===== src/rtl/rxaf_pkg.sv =====
package rxaf_pkg;

    ////////////////////////////////////////////////////////////////////////////////
    // Frame layout
    localparam int DA_BYTES = 6;
    localparam int POS_W = 9;
    localparam int FILT_NUM = 4;

    ////////////////////////////////////////////////////////////////////////////////
    // Wakeup filter store layout
    localparam int MASK_W = 31;
    localparam int CMD_W = 4;
    localparam int OFF_W = 8;
    localparam int CRC16_W = 16;
    localparam int CMD_EN_BIT = 0;
    localparam int CMD_TYPE_BIT = 3;
    localparam int CMD_LANE = 8;
    localparam int OFF_LANE = 8;
    localparam int CRC_LANE = 16;
    localparam logic [2:0] WPTR_RST = 3'h0;
    localparam logic [2:0] WORD_MASK3 = 3'h3;
    localparam logic [2:0] WORD_CMD = 3'h4;
    localparam logic [2:0] WORD_OFF = 3'h5;
    localparam logic [2:0] WORD_CRC_10 = 3'h6;
    localparam logic [2:0] WORD_CRC_32 = 3'h7;
    localparam logic [MASK_W-1:0] MASK_RST = 31'h0;
    localparam logic [CMD_W-1:0] CMD_RST = 4'h0;
    localparam logic [OFF_W-1:0] OFF_RST = 8'h0;
    localparam logic [CRC16_W-1:0] CRC16_RST = 16'h0;

    ////////////////////////////////////////////////////////////////////////////////
    // CRC engines
    localparam logic [31:0] CRC32_INIT = 32'hffffffff;
    localparam logic [31:0] CRC32_POLY = 32'h04c11db7;
    localparam int HASH_IDX_LSB = 26;
    localparam logic [15:0] CRC16_INIT = 16'hffff;
    localparam logic [15:0] CRC16_POLY = 16'h8005;

    // Data bits enter least significant first, as on the wire
    function automatic logic [15:0] rxaf_crc16_byte(input logic [15:0] c, input logic [7:0] d);
        logic [15:0] r;
        r = c;
        for (int b = 0; b < 8; b++) begin
            r = (r[15] ^ d[b]) ? ({r[14:0], 1'h0} ^ CRC16_POLY) : {r[14:0], 1'h0};
        end
        return r;
    endfunction : rxaf_crc16_byte

endpackage : rxaf_pkg


===== src/rtl/rxaf_byte_if.sv =====
`timescale 1ns/1ns
interface rxaf_byte_if
    import rxaf_pkg::*;
();
    logic valid;
    logic sof;
    logic [7:0] data;
    logic [POS_W-1:0] pos;

    modport src (output valid, output sof, output data, output pos);
    modport dst (input valid, input sof, input data, input pos);
endinterface : rxaf_byte_if


===== src/rtl/rxaf_wake_filter.sv =====
`timescale 1ns/1ns
module rxaf_wake_filter
    import rxaf_pkg::*;
(
    // Clock and reset
    input wire logic clk,
    input wire logic rst,
    // Byte stream
    rxaf_byte_if.dst bus,
    // Filter setup
    input wire logic [MASK_W-1:0] cfg_mask,
    input wire logic [OFF_W-1:0] cfg_offset,
    input wire logic [CRC16_W-1:0] cfg_crc,
    // Result
    output logic crc_match
);

    logic [POS_W-1:0] rel;
    logic incl;
    logic [CRC16_W-1:0] crc;

    ////////////////////////////////////////////////////////////////////////////////
    // Byte window selection
    always_comb begin
        rel = POS_W'(bus.pos - POS_W'(cfg_offset));
        incl = bus.valid && (bus.pos >= POS_W'(cfg_offset)) && (rel < POS_W'(MASK_W))
            && cfg_mask[rel[4:0]];
    end

    ////////////////////////////////////////////////////////////////////////////////
    // Running CRC-16 over the selected bytes, restarted by each frame
    always_ff @(posedge clk or posedge rst) begin
        if (rst) begin
            crc <= CRC16_INIT;
        end else if (bus.valid && bus.sof) begin
            crc <= incl ? rxaf_crc16_byte(CRC16_INIT, bus.data) : CRC16_INIT;
        end else if (incl) begin
            crc <= rxaf_crc16_byte(crc, bus.data);
        end
    end

    assign crc_match = (crc == cfg_crc);

    property p_no_byte_past_window;
        @(posedge clk) disable iff (rst)
        incl |-> (rel <= POS_W'(MASK_W - 1)) && (bus.pos >= POS_W'(cfg_offset));
    endproperty
    a_no_byte_past_window: assert property (p_no_byte_past_window) else $error("byte outside window");

endmodule : rxaf_wake_filter


===== src/rtl/rxaf_addr_wake.sv =====
`timescale 1ns/1ns
//
// Overview of operation
// - All mode bits clear: accept only destinations equal to station address.
// - Hash-perfect only: physical perfect-matched, multicast hash-filtered.
// - Hash and hash-perfect set: physical and multicast both hash-filtered.
// - Inverse only: accept destinations differing from station address, reject equal.
// - Promiscuous without inverse: accept every frame including broadcasts.
// - Pass-all-multicast accepts multicast; physical perfect or hash per hash bits.
// - First destination bit marks multicast versus physical.
// - Frames failing the filter are not passed toward the host.
// - Station address is high register concatenated with low register.
// - Hash index is top six CRC bits into a 64-bit table.
// - Index MSB picks high or low word; five bits pick the bit.
// - Wake enable suspends normal reception; frames only checked against patterns.
// - Wakeup frame raises wake event and sets the received flag.
// - Clearing wake enable restores normal filtering and delivery.
// - Four independent filters; enabled filter plus address check plus CRC match.
// - Mask bit j includes frame byte offset plus j in the CRC.
// - Eight writes load masks, commands, offsets, CRCs 1:0, CRCs 3:2.
// - Wake detection runs in any power state whenever enabled.
// - Broadcast wake frame wakes despite broadcast disable.
// - Command bit 0 enables; bit 3 selects multicast or unicast patterns.
// - Offset is eight bits; zero is first destination address byte.
// - Stored 16-bit CRC compared with computed CRC; equal means wake.
// - Wake for broadcast, unicast with global enable, or regular pass with type.
module rxaf_addr_wake
    import rxaf_pkg::*;
(
    // Clock and reset
    input wire logic CORE_CLK,
    input wire logic RST,
    // Receive byte stream
    input wire logic RX_VALID,
    input wire logic RX_SOF,
    input wire logic RX_EOF,
    input wire logic [7:0] RX_DATA,
    // Filter mode
    input wire logic PASS_ALL_MULTICAST,
    input wire logic PROMISCUOUS_SEL,
    input wire logic INVERSE_FILTER_SEL,
    input wire logic HASH_ONLY_SEL,
    input wire logic HASH_PERFECT_SEL,
    input wire logic BROADCAST_DISABLE,
    // Station address and hash table
    input wire logic [15:0] STATION_ADDR_HIGH,
    input wire logic [31:0] STATION_ADDR_LOW,
    input wire logic [31:0] HASH_TABLE_HIGH,
    input wire logic [31:0] HASH_TABLE_LOW,
    // Wake control
    input wire logic WAKE_DETECT_ENABLE,
    input wire logic WAKE_GLOBAL_UNICAST,
    input wire logic WAKE_FLAG_CLEAR,
    // Wakeup filter store write port
    input wire logic WAKEUP_FILTER_STORE_WR,
    input wire logic [31:0] WAKEUP_FILTER_STORE_DATA,
    // Filter verdict
    output logic FRAME_ACCEPT,
    output logic FRAME_DROP,
    output logic RX_PASS,
    // Wake results
    output logic WAKE_EVENT,
    output logic WAKE_FRAME_RECEIVED,
    output logic [FILT_NUM-1:0] WAKE_FILTER_HIT
);

    ////////////////////////////////////////////////////////////////////////////////
    // Declarations
    logic [POS_W-1:0] byte_cnt;
    logic [POS_W-1:0] cur_pos;
    logic [7:0] da_byte [DA_BYTES];
    logic [31:0] crc32;
    logic da_done;
    logic da_valid;
    logic eof_d;
    logic [47:0] station;
    logic perfect_hit;
    logic hash_hit;
    logic [5:0] hash_idx;
    logic is_mcast;
    logic is_broadcast_disable;
    logic addr_ok;
    logic accept_cond;
    logic drop_cond;
    logic [2:0] wptr;
    logic [MASK_W-1:0] wf_mask [FILT_NUM];
    logic [CMD_W-1:0] wf_cmd [FILT_NUM];
    logic [OFF_W-1:0] wf_off [FILT_NUM];
    logic [CRC16_W-1:0] wf_crc [FILT_NUM];
    logic [FILT_NUM-1:0] crc_match;
    logic [FILT_NUM-1:0] next_hit;
    logic wake_now;

    rxaf_byte_if byte_bus ();

    ////////////////////////////////////////////////////////////////////////////////
    // Functions
    function automatic logic [31:0] crc32_byte(input logic [31:0] c, input logic [7:0] d);
        logic [31:0] r;
        r = c;
        for (int b = 0; b < 8; b++) begin
            r = (r[31] ^ d[b]) ? ({r[30:0], 1'h0} ^ CRC32_POLY) : {r[30:0], 1'h0};
        end
        return r;
    endfunction : crc32_byte

    function automatic logic addr_pass(
        input logic pass_all_multicast,
        input logic promiscuous_sel,
        input logic inv,
        input logic hf,
        input logic hp,
        input logic bdis,
        input logic mc,
        input logic bc,
        input logic perf,
        input logic hsh
    );
        logic ok;
        ok = 1'h0;
        if (promiscuous_sel && !inv) begin
            ok = 1'h1;
        end else if (bc && bdis) begin
            ok = 1'h0;
        end else if (mc && pass_all_multicast) begin
            ok = 1'h1;
        end else if (inv) begin
            ok = !perf;
        end else if (mc) begin
            ok = hp ? hsh : perf;
        end else begin
            ok = (hf && hp) ? hsh : perf;
        end
        return ok;
    endfunction : addr_pass

    ////////////////////////////////////////////////////////////////////////////////
    // Byte position and stream to the wake filters
    assign cur_pos = RX_SOF ? '0 : byte_cnt;
    assign byte_bus.valid = RX_VALID;
    assign byte_bus.sof = RX_SOF;
    assign byte_bus.data = RX_DATA;
    assign byte_bus.pos = cur_pos;

    always_ff @(posedge CORE_CLK or posedge RST) begin
        if (RST) begin
            byte_cnt <= '0;
        end else if (RX_VALID && (cur_pos != '1)) begin
            byte_cnt <= POS_W'(cur_pos + POS_W'(1));
        end
    end

    ////////////////////////////////////////////////////////////////////////////////
    // Destination address capture and CRC-32 for hashing
    always_ff @(posedge CORE_CLK or posedge RST) begin
        if (RST) begin
            for (int k = 0; k < DA_BYTES; k++) begin
                da_byte[k] <= 8'h0;
            end
        end else if (RX_VALID && (cur_pos < POS_W'(DA_BYTES))) begin
            da_byte[cur_pos[2:0]] <= RX_DATA;
        end
    end

    always_ff @(posedge CORE_CLK or posedge RST) begin
        if (RST) begin
            crc32 <= CRC32_INIT;
        end else if (RX_VALID && RX_SOF) begin
            crc32 <= crc32_byte(CRC32_INIT, RX_DATA);
        end else if (RX_VALID && (cur_pos < POS_W'(DA_BYTES))) begin
            crc32 <= crc32_byte(crc32, RX_DATA);
        end
    end

    always_ff @(posedge CORE_CLK or posedge RST) begin
        if (RST) begin
            da_done <= 1'h0;
            eof_d <= 1'h0;
        end else begin
            da_done <= RX_VALID && (cur_pos == POS_W'(DA_BYTES - 1));
            eof_d <= RX_VALID && RX_EOF;
        end
    end

    always_ff @(posedge CORE_CLK or posedge RST) begin
        if (RST) begin
            da_valid <= 1'h0;
        end else if (RX_VALID && (cur_pos == POS_W'(DA_BYTES - 1))) begin
            da_valid <= 1'h1;
        end else if (RX_VALID && RX_SOF) begin
            da_valid <= 1'h0;
        end
    end

    ////////////////////////////////////////////////////////////////////////////////
    // Address classification and match
    always_comb begin
        station = {STATION_ADDR_HIGH, STATION_ADDR_LOW};
        perfect_hit = 1'h1;
        is_broadcast_disable = 1'h1;
        for (int k = 0; k < DA_BYTES; k++) begin
            perfect_hit = perfect_hit && (da_byte[k] == station[8*k +: 8]);
            is_broadcast_disable = is_broadcast_disable && (da_byte[k] == 8'hff);
        end
        is_mcast = da_byte[0][0];
        hash_idx = crc32[31:HASH_IDX_LSB];
        hash_hit = hash_idx[5] ? HASH_TABLE_HIGH[hash_idx[4:0]] : HASH_TABLE_LOW[hash_idx[4:0]];
        addr_ok = addr_pass(PASS_ALL_MULTICAST, PROMISCUOUS_SEL, INVERSE_FILTER_SEL,
            HASH_ONLY_SEL, HASH_PERFECT_SEL, BROADCAST_DISABLE, is_mcast, is_broadcast_disable,
            perfect_hit, hash_hit);
        accept_cond = da_done && !WAKE_DETECT_ENABLE && addr_ok;
        drop_cond = (da_done && (WAKE_DETECT_ENABLE || !addr_ok))
            || (RX_VALID && RX_EOF && (cur_pos < POS_W'(DA_BYTES - 1)));
    end

    ////////////////////////////////////////////////////////////////////////////////
    // Frame verdict
    always_ff @(posedge CORE_CLK or posedge RST) begin
        if (RST) begin
            FRAME_ACCEPT <= 1'h0;
            FRAME_DROP <= 1'h0;
        end else begin
            FRAME_ACCEPT <= accept_cond;
            FRAME_DROP <= drop_cond;
        end
    end

    always_ff @(posedge CORE_CLK or posedge RST) begin
        if (RST) begin
            RX_PASS <= 1'h0;
        end else if (accept_cond) begin
            RX_PASS <= 1'h1;
        end else if (drop_cond || (RX_VALID && RX_SOF)) begin
            RX_PASS <= 1'h0;
        end
    end

    ////////////////////////////////////////////////////////////////////////////////
    // Wakeup filter store
    always_ff @(posedge CORE_CLK or posedge RST) begin
        if (RST) begin
            wptr <= WPTR_RST;
        end else if (WAKEUP_FILTER_STORE_WR) begin
            wptr <= 3'(wptr + 3'h1);
        end
    end

    always_ff @(posedge CORE_CLK or posedge RST) begin
        if (RST) begin
            for (int i = 0; i < FILT_NUM; i++) begin
                wf_mask[i] <= MASK_RST;
                wf_cmd[i] <= CMD_RST;
                wf_off[i] <= OFF_RST;
                wf_crc[i] <= CRC16_RST;
            end
        end else if (WAKEUP_FILTER_STORE_WR) begin
            case (wptr)
                WORD_CMD: begin
                    for (int i = 0; i < FILT_NUM; i++) begin
                        wf_cmd[i] <= WAKEUP_FILTER_STORE_DATA[CMD_LANE*i +: CMD_W];
                    end
                end
                WORD_OFF: begin
                    for (int i = 0; i < FILT_NUM; i++) begin
                        wf_off[i] <= WAKEUP_FILTER_STORE_DATA[OFF_LANE*i +: OFF_W];
                    end
                end
                WORD_CRC_10: begin
                    wf_crc[0] <= WAKEUP_FILTER_STORE_DATA[0 +: CRC16_W];
                    wf_crc[1] <= WAKEUP_FILTER_STORE_DATA[CRC_LANE +: CRC16_W];
                end
                WORD_CRC_32: begin
                    wf_crc[2] <= WAKEUP_FILTER_STORE_DATA[0 +: CRC16_W];
                    wf_crc[3] <= WAKEUP_FILTER_STORE_DATA[CRC_LANE +: CRC16_W];
                end
                default: begin
                    wf_mask[wptr[1:0]] <= WAKEUP_FILTER_STORE_DATA[MASK_W-1:0];
                end
            endcase
        end
    end

    ////////////////////////////////////////////////////////////////////////////////
    // Four pattern filters
    generate
        for (genvar g = 0; g < FILT_NUM; g++) begin : g_filt
            rxaf_wake_filter u_filt (
                .clk(CORE_CLK),
                .rst(RST),
                .bus(byte_bus),
                .cfg_mask(wf_mask[g]),
                .cfg_offset(wf_off[g]),
                .cfg_crc(wf_crc[g]),
                .crc_match(crc_match[g])
            );
        end
    endgenerate

    ////////////////////////////////////////////////////////////////////////////////
    // Wake decision at end of frame
    always_comb begin
        for (int i = 0; i < FILT_NUM; i++) begin
            next_hit[i] = wf_cmd[i][CMD_EN_BIT] && crc_match[i] && da_valid
                && (is_broadcast_disable
                || (!is_mcast && WAKE_GLOBAL_UNICAST)
                || (addr_ok && is_mcast && !is_broadcast_disable && wf_cmd[i][CMD_TYPE_BIT])
                || (addr_ok && !is_mcast && !wf_cmd[i][CMD_TYPE_BIT]));
        end
        wake_now = eof_d && WAKE_DETECT_ENABLE && (|next_hit);
    end

    always_ff @(posedge CORE_CLK or posedge RST) begin
        if (RST) begin
            WAKE_EVENT <= 1'h0;
        end else begin
            WAKE_EVENT <= wake_now;
        end
    end

    always_ff @(posedge CORE_CLK or posedge RST) begin
        if (RST) begin
            WAKE_FILTER_HIT <= '0;
        end else if (wake_now) begin
            WAKE_FILTER_HIT <= next_hit;
        end
    end

    always_ff @(posedge CORE_CLK or posedge RST) begin
        if (RST) begin
            WAKE_FRAME_RECEIVED <= 1'h0;
        end else if (wake_now) begin
            WAKE_FRAME_RECEIVED <= 1'h1;
        end else if (WAKE_FLAG_CLEAR) begin
            WAKE_FRAME_RECEIVED <= 1'h0;
        end
    end

    ////////////////////////////////////////////////////////////////////////////////
    // Checks
    property p_wake_blocks_rx;
        @(posedge CORE_CLK) disable iff (RST)
        (da_done && WAKE_DETECT_ENABLE) |=> (FRAME_DROP && !FRAME_ACCEPT && !RX_PASS);
    endproperty
    a_wake_blocks_rx: assert property (p_wake_blocks_rx) else $error("rx while waking");

    property p_promisc_all;
        @(posedge CORE_CLK) disable iff (RST)
        (da_done && !WAKE_DETECT_ENABLE && PROMISCUOUS_SEL && !INVERSE_FILTER_SEL)
            |=> FRAME_ACCEPT ##1 RX_PASS;
    endproperty
    a_promisc_all: assert property (p_promisc_all) else $error("promiscuous dropped");

    property p_perfect_only;
        @(posedge CORE_CLK) disable iff (RST)
        (da_done && !WAKE_DETECT_ENABLE && !PASS_ALL_MULTICAST && !PROMISCUOUS_SEL
            && !INVERSE_FILTER_SEL && !HASH_ONLY_SEL && !HASH_PERFECT_SEL && !is_broadcast_disable)
            |=> (FRAME_ACCEPT == $past(perfect_hit));
    endproperty
    a_perfect_only: assert property (p_perfect_only) else $error("perfect mode wrong");

    property p_inverse;
        @(posedge CORE_CLK) disable iff (RST)
        (da_done && !WAKE_DETECT_ENABLE && !PASS_ALL_MULTICAST && !PROMISCUOUS_SEL
            && INVERSE_FILTER_SEL && !HASH_ONLY_SEL && !HASH_PERFECT_SEL && !is_broadcast_disable)
            |=> (FRAME_ACCEPT != $past(perfect_hit)) && (FRAME_DROP == $past(perfect_hit));
    endproperty
    a_inverse: assert property (p_inverse) else $error("inverse mode wrong");

    property p_hash_mcast;
        @(posedge CORE_CLK) disable iff (RST)
        (da_done && !WAKE_DETECT_ENABLE && !PASS_ALL_MULTICAST && !PROMISCUOUS_SEL
            && !INVERSE_FILTER_SEL && HASH_PERFECT_SEL && is_mcast && !is_broadcast_disable)
            |=> (FRAME_ACCEPT == $past(hash_hit));
    endproperty
    a_hash_mcast: assert property (p_hash_mcast) else $error("hash filter wrong");

    property p_drop_stops_pass;
        @(posedge CORE_CLK) disable iff (RST)
        FRAME_DROP |-> !RX_PASS ##1 !FRAME_ACCEPT;
    endproperty
    a_drop_stops_pass: assert property (p_drop_stops_pass) else $error("failed frame passed");

    property p_wake_flag;
        @(posedge CORE_CLK) disable iff (RST)
        WAKE_EVENT |-> WAKE_FRAME_RECEIVED && $past(eof_d) && $past(WAKE_DETECT_ENABLE);
    endproperty
    a_wake_flag: assert property (p_wake_flag) else $error("wake without flag");

    property p_wptr_wrap;
        @(posedge CORE_CLK) disable iff (RST)
        (WAKEUP_FILTER_STORE_WR && (wptr == WORD_CRC_32)) |=> (wptr == WPTR_RST);
    endproperty
    a_wptr_wrap: assert property (p_wptr_wrap) else $error("store pointer no wrap");

    property p_mask_word;
        @(posedge CORE_CLK) disable iff (RST)
        (WAKEUP_FILTER_STORE_WR && (wptr <= WORD_MASK3))
            |=> (wf_mask[$past(wptr[1:0])] == $past(WAKEUP_FILTER_STORE_DATA[MASK_W-1:0]));
    endproperty
    a_mask_word: assert property (p_mask_word) else $error("mask word lost");

endmodule : rxaf_addr_wake


===== config.mk =====
export PLATFORM = sky130hd
export DESIGN_NAME = rxaf_addr_wake
export DESIGN_NICKNAME = d
export VERILOG_FILES = /design/src/rtl/rxaf_pkg.sv /design/src/rtl/rxaf_byte_if.sv /design/src/rtl/rxaf_wake_filter.sv /design/src/rtl/rxaf_addr_wake.sv
export SDC_FILE = /design/constraint.sdc
export NUM_CORES = 1
export LEC_CHECK = 0
export ABC_AREA = 1
export ABC_CLOCK_PERIOD_IN_PS = 22200
export BUFFER_PORTS_ARGS = -buffer_cell sky130_fd_sc_hd__buf_2
export CAP_MARGIN = 30
export CORE_MARGIN = 3
export CORE_UTILIZATION = 41
export CTS_CLUSTER_SIZE = 40
export DETAILED_ROUTE_END_ITERATION = 6
export PLACE_DENSITY = 0.65
export SLEW_MARGIN = 20
export SYNTH_ARGS = -nofsm -noshare
export SYNTH_HDL_FRONTEND = slang
export SYNTH_SLANG_ARGS = --single-unit

===== constraint.sdc =====
create_clock -name CORE_CLK -period 22.2 [get_ports CORE_CLK]
set_input_delay 1.11 -clock CORE_CLK [delete_from_list [all_inputs] [get_ports CORE_CLK]]
set_output_delay 1.11 -clock CORE_CLK [all_outputs]
set_load 0.05 [all_outputs]

==> results of run 1 <==
state kept, by name (all words and copies together), names as in the netlist, 3 cells and up:
| signal | count |
|---|---|
| wf_mask | 124 |
| g_filt.u_filt.crc | 64 |
| wf_crc | 64 |
| da_byte | 48 |
| crc32 | 32 |
| wf_off | 32 |
| byte_cnt | 9 |
| wf_cmd | 8 |
| WAKE_FILTER_HIT | 4 |
| wptr | 3 |
report_power, final:
part | total [mW] | internal (mW) | switching (mW)
logic | 1.46 | 0.574 | 0.887
registers | 1.22 | 1.01 | 0.211
clock network | 0.771 | 0.452 | 0.319
layer usage:
layer	part of all wire [%]	up-vias
met5	0	-
met4	3.1	0
met3	6.2	123
met2	47	630
met1	44	9326
li1	-	9766
cell usage after synthesis (all sizes together), types with 2 or more instances:
cell / n / area share [%]
a221oi: 2 / 0.076
or4: 2 / 0.065
nor4: 31 / 0.87
nand3: 136 / 3.0
a211oi: 6 / 0.20
o22ai: 18 / 0.49
o211ai: 17 / 0.56
ha: 40 / 2.2
a2111oi: 2 / 0.076
nor2: 184 / 3.1
buf: 38 / 0.96
a21boi: 2 / 0.065
or2: 23 / 0.63
inv: 293 / 4.8
a31oi: 11 / 0.30
o21ai: 402 / 8.8
a32o: 16 / 0.70
clkbuf: 75 / 1.2
nand2: 701 / 12
o31ai: 3 / 0.098
nand4: 37 / 1.0
dfstp: 96 / 11
nand3b: 6 / 0.20
a22oi: 23 / 0.75
a21oi: 102 / 2.2
o2111ai: 3 / 0.11
o221ai: 14 / 0.53
and2: 2 / 0.055
xor2: 139 / 5.5
a21o: 3 / 0.098
xnor2: 104 / 4.5
nor4b: 4 / 0.15
dfrtp: 300 / 33
nor3: 22 / 0.48
o21bai: 4 / 0.13
clkinv: 3 / 0.049
fa: 4 / 0.35
o22a: 2 / 0.076
how the worst max path moves through the flow:
stage                start                  endpoint  slack [ns]  cells after the start
global placement    RX_SOF  g_filt[2].u_filt.crc[13]       16.80                     13
CTS                 RX_SOF  g_filt[2].u_filt.crc[13]       17.30                     13
global route        RX_SOF  g_filt[2].u_filt.crc[13]       16.90                     16
floorplan              RST              FRAME_ACCEPT       10.24                      1
detailed placement  RX_SOF  g_filt[2].u_filt.crc[13]       16.69                     13
finish              RX_SOF  g_filt[2].u_filt.crc[11]       17.32                     16
per-stage QoR:
stage | cell area [µm²] | cells | hold slack, ns | worst slack, ns | utilization, %
after floorplan | 22900 | 2880 | 0.448 | 10.24 | -
final | 26200 | 3799 | 0.472 | 17.32 | 47.4
after global routing | 26200 | 3798 | 0.491 | 16.90 | 47.4
after detailed placement | 24500 | 3710 | 0.462 | 16.69 | 44.4
after CTS | 26000 | 3792 | 0.475 | 17.30 | 47.2
after global placement | 24400 | 3703 | 0.456 | 16.80 | 44.2
worst max-delay path, cell delays in order:
cell	delay (ns)
buf_2	0.17
nor2_1	0.27
inv_1	0.27
ha_1	0.27
inv_1	0.08
fa_1	0.44
inv_1	0.33
nor3_1	0.12
nand3_1	0.10
o21ai_0	0.08
a2111o_1	0.30
nor2_1	0.09
nand4_1	0.69
nand2_1	0.75
inv_1	0.12
a22oi_1	0.17
cell usage in the layout (no fill, tap or decap), types with 6 or more instances in the layout:
cell type | synthesis | layout
a21oi_1 | 101 | 101
a31oi_1 | 11 | 11
buf_16 | 0 | 6
xnor2_2 | 8 | 8
nor2_1 | 179 | 179
o22ai_1 | 18 | 18
dfrtp_1 | 300 | 300
o21ai_1 | 10 | 10
buf_2 | 29 | 176
a32o_1 | 16 | 16
a22oi_1 | 23 | 23
o21ai_0 | 391 | 391
clkbuf_16 | 0 | 45
clkbuf_1 | 75 | 7
xnor2_1 | 93 | 93
o211ai_1 | 17 | 17
nand4_1 | 37 | 37
nand2_2 | 5 | 6
dfstp_2 | 96 | 96
inv_1 | 286 | 285
xor2_1 | 135 | 135
buf_4 | 7 | 14
nand3b_1 | 6 | 6
inv_2 | 7 | 7
nor4_1 | 30 | 30
nand2_1 | 696 | 695
clkinv_2 | 0 | 10
or2_2 | 19 | 19
o221ai_1 | 14 | 14
nand3_1 | 136 | 130
clkbuf_8 | 0 | 9
nand3_2 | 0 | 6
a211oi_1 | 6 | 6
ha_1 | 40 | 40
nor3_1 | 22 | 22
kinds of logic after synthesis:
family	share of synthesized area, %
DFF	43.7
adders and majority gates	2.53
buffers and inverters	7.03
xor gates and xnor gates	9.97
and+or+nand+nor	21.1
AOI/OAI and AO/OA	15.6
cell type report:
cell class / instances / area [µm²]
Antenna cell: 1 / 2.50
Clock buffer: 61 / 1280
Clock inverter: 21 / 239
Fill cell: 5434 / 29000
Inverter: 296 / 1120
Multi-Input combinational cell: 2075 / 11300
Sequential cell: 396 / 10000
Tap cell: 748 / 936
Timing Repair Buffer: 201 / 1250
==> run metrics, run 1 <==
status completed; Hold Crit Depth 2; layout cell share with drive strength beyond 1 approximately 14%; initial antenna violation count 4; Hold Path End WAKE_FILTER_HIT[0]; FF-to-FF End g_filt[2].u_filt.crc[11]; Worst IR Drop VDD ~0.08 mV; Nets between 3000 and 4000; Lkg Pwr 12.4 nW; GR Util All Layers between 20% and 30%; TritonCTS clock tree built; post-CTS setup buffers 0; H-Tree Depth 2; worst-path maximum fanout 15; clock buffer depth 3; Via Count around 20000; Worst-Skew Late Latency approximately 0.59 ns; Die Ht roughly 240 µm; number of synthesized flops with an enable pin 0; Power Density 132 nW/µm²; number of global-route vias before repair 19100; CP endpoint kind flip-flop; Hold Startpoint WAKE_FILTER_HIT[0]; # setup viols final 0; core box area approximately 55000 µm²; Hold Path Class flip-flop to flip-flop; Gate Count Post-Synth ~2900; R2R Setup Slk about 18 ns; Slew Limit Fails 0; Worst Tran Pin Value 0.912 ns; Mapped Area 22900 µm²; GRT met2 Usage between 30% and 40%; die area between 50000 and 60000 µm²; Mean Syn Cell Area 7.96 µm²; RSZ-0062 raised after global routing false; total power 3.45 mW; Tcrit/Tclk final ~22%; gpl congestion around 0.9; initial drt markers between 1500 and 2000; Seq cells post-synth between 300 and 400; CP required 22.70 ns; std cell rows 86; cts hold-fix bufs 0; WP data arrival 5.38 ns; Die X around 240 µm; GR Util met3 between 3 and 4%; Syn-to-layout area delta 14.1%; Max Cap Viol 0; ys flop type dfrtp_1; final hold violations 0; # DRC 0; register area share after synthesis 43.7%; clk sinks approximately 400; GR peak layer met2; met1 usage roughly 32%; Vias/cell 5.22; Antenna Violating Nets Remaining 0; Mapped Nets around 3000; First-pass DRT Iterations 5; Crit Path Class primary input to flip-flop; first-pass GRT wire length approximately 110000 µm; Fin Clk Skew 0.0149 ns; headroom to the max-slew limit a little under 40%; Netlist cell types 63; root buffer selected by CTS clkbuf_16; Startpoint Class primary input; number of CTS-inserted buffers 45; initial core utilization between 40% and 50%; Worst R2R Path Depth 16; fmax a little over 200 MHz; HPWL Detailed between 40000 and 50000 µm; routed len/inst ~19 µm; share of synthesized registers carrying an async set or reset 100%; # port buffers 175; grt ovf 0; Final TNS setup 0 ns; Worst R2R Start byte_cnt[0]; fin crit period 4.88 ns; post-cts sizing count 0; CTS clock-pin slew for the worst setup and hold paths roughly 0.06 ns; Total Wirelength about 71000 µm; YS warnings 0; largest net degree at the start of global routing 132; Ports 176
(Power assumes the default switching activity.)
==> inputs of run 2 (changes only) <==
--- a/config.mk
+++ b/config.mk
@@ -6,7 +6,7 @@
 export NUM_CORES = 1
 export LEC_CHECK = 0
 export ABC_AREA = 1
-export ABC_CLOCK_PERIOD_IN_PS = 22200
+export ABC_CLOCK_PERIOD_IN_PS = 5000
 export BUFFER_PORTS_ARGS = -buffer_cell sky130_fd_sc_hd__buf_2
 export CAP_MARGIN = 30
 export CORE_MARGIN = 3
==> constraint.sdc (replaced) <==
create_clock -name CORE_CLK -period 5 [get_ports CORE_CLK]
set_input_delay 0.25 -clock CORE_CLK [delete_from_list [all_inputs] [get_ports CORE_CLK]]
set_output_delay 0.25 -clock CORE_CLK [all_outputs]
set_load 0.05 [all_outputs]
==> run 2 against run 1 <==
  * First-iteration DRC count rose by 10%
  * Die area unchanged
  * Highest routed layer unchanged
  * Clock power rose to 4.6 times the previous value
==> run metrics, run 2 (synthesis results as in run 1) <==
core box area approximately 55000 µm²; layout cell share with drive strength beyond 1 14.4%; initial core utilization 41.5%; first-pass GRT wire length around 110000 µm; Final TNS setup 0 ns; Comb pwr share between 40% and 50%; Max stage delay cell, worst path fa_1; Lkg Pwr approximately 12 nW; Worst Tran Pin Value 0.947 ns; CP most frequent cell inv_1; std cell rows 86; GR Util All Layers approximately a quarter; routed len/inst 18.7 µm; initial drt markers 1872; internal power roughly 9.2 mW; Worst-Skew Late Latency about 0.59 ns; Die X approximately 240 µm; status completed; RSZ-0062 raised after global routing false; clock buffer depth 3; Buf/Inv on CP 5; CP required 5.49 ns; number of global-route vias before repair roughly 19000; TritonCTS clock tree built; Crit Path Class flip-flop to flip-flop; Hold Path Class primary input to flip-flop; clock power share 23.1%; # setup viols final 0; Die Ht 242 µm; most common cell after layout, fill and taps aside nand2_1; most frequent cells in the layout 695 x nand2_1, 391 x o21ai_0, 300 x dfrtp_1; Final WS setup 0.567 ns; worst-path maximum fanout 12; Fin Clk Skew 0.0185 ns; Nets 3236; Antenna Violating Nets Remaining 0; cell breakdown of the critical path inv_1, nor2_1, inv_1, ha_1, inv_1, fa_1, inv_1, a21oi_1, a32o_1, nand2_1, o21ai_0, o21ai_0, a21oi_1, a211oi_1, nand2_1, nand2_1, inv_1, a22oi_1; CP delay by family, top compound AO/OA/AOI/OAI gates; Place WS 0.679 ns; post-cts sizing count 0; headroom to the max-slew limit between 30% and 40%; First-pass DRT Iterations 6; grt ovf 0; slowest stage delay, CP around 0.53 ns; fmax 226 MHz; largest net degree at the start of global routing between 150 and 200; # DRC 0; HPWL Detailed approximately 50000 µm; clk sinks around 400; Sw Pwr 6.32 mW; Slew Limit Fails 0; Power Density slightly below 600 nW/µm²; Ports between 150 and 200; H-Tree Depth 2; root buffer selected by CTS clkbuf_16; Max Cap Viol 0; WP data arrival slightly below 5 ns; Worst IR Drop VDD 0.342 mV; Startpoint Class flip-flop; Sequential Power Share 34.7%; Sw Ratio between 40% and 50%; Top Registers wf_mask x124, g_filt.u_filt.crc x64, wf_crc x64; CP endpoint kind flip-flop; die area between 50000 and 60000 µm²; total power 15.5 mW; final hold violations 0; Syn-to-layout area delta 14.8%; Largest register FFs between 100 and 150; Via Count between 20000 and 25000; Vias/cell 5.29; Reg with most FFs wf_mask; number of CTS-inserted buffers 45; gpl congestion approximately 0.90; final core utilization around 48%; Total Wirelength about 70000 µm; CTS clock-pin slew for the worst setup and hold paths approximately 0.06 ns; fin crit period between 4 and 5 ns; Tcrit/Tclk final about nine tenths; initial antenna violation count 1; # port buffers 175
[run 2: cell types whose count changed in the layout (fill, tap and decap cells not counted), moves of 3 or more]
cell / before / now
buf_4: 14 / 19
dlygate4sd3_1: 0 / 5
buf_12: 4 / 7
buf_16: 6 / 3
[run 2: per-stage QoR]
stage          cell area, µm²  hold WS (ns)  instances
2_1_floorplan           22900         0.331       2880
3_3_place_gp            24500         0.353       3711
3_5_place_dp            24600         0.347       3719
4_1_cts                 26300        0.0328       3807
5_1_grt                 26300        0.0688       3809
6_report                26300        0.0530       3810
[run 2: layout make-up]
| class | instances | area (µm²) |
|---|---|---|
| Timing Repair Buffer | 211 | 1310 |
| Antenna cell | 1 | 2.50 |
| Fill cell | 5471 | 28900 |
| Multi-Input combinational cell | 2075 | 11300 |
| Inverter | 296 | 1110 |
| Clock inverter | 19 | 259 |
| Tap cell | 748 | 936 |
| Sequential cell | 396 | 10000 |
| Clock buffer | 64 | 1340 |
[run 2: path summary, 6_finish.rpt]
path,startpoint,endpoint,slack (ns),depth (start not counted)
max,byte_cnt[0],g_filt[0].u_filt.crc[11],0.57,18
min,WAKEUP_FILTER_STORE_DATA[31],wf_off[7],0.05,3
max reg2reg,byte_cnt[0],g_filt[0].u_filt.crc[11],0.57,18
min reg2reg,crc32[25],crc32[25],0.47,2
max in group asynchronous,RST,wf_off[27],3.47,4
min in group asynchronous,RST,wf_crc[17],0.28,3
[run 2: timing repair]
action,CTS,global route
hold endpoints to repair,27,0
setup buffers,0,0
hold buffers,5,0
[run 2: layer usage]
layer,part of all wire [%],up-vias,GRT usage [%],wire length (µm)
li1,-,9804,-,-
met1,43,9487,32.0,30900
met2,46,715,38.7,33000
met3,6.6,148,3.49,4710
met4,3.9,0,9.74,2800
met5,0,-,0,0
[run 2: power by group through the flow]
stage | clock network (mW) | registers (mW) | logic [mW]
after floorplan | 0 | 5.09 | 5.20
after global placement | 0 | 5.40 | 6.34
after detailed placement | 0 | 5.41 | 6.48
after CTS | 3.63 | 5.38 | 6.55
after global routing | 3.77 | 5.52 | 7.47
final | 3.58 | 5.39 | 6.57
[run 2: tightest hold or removal path: stages]
cell and delay [ns]:
buf_2 0.07, inv_1 0.11, o21ai_0 0.17
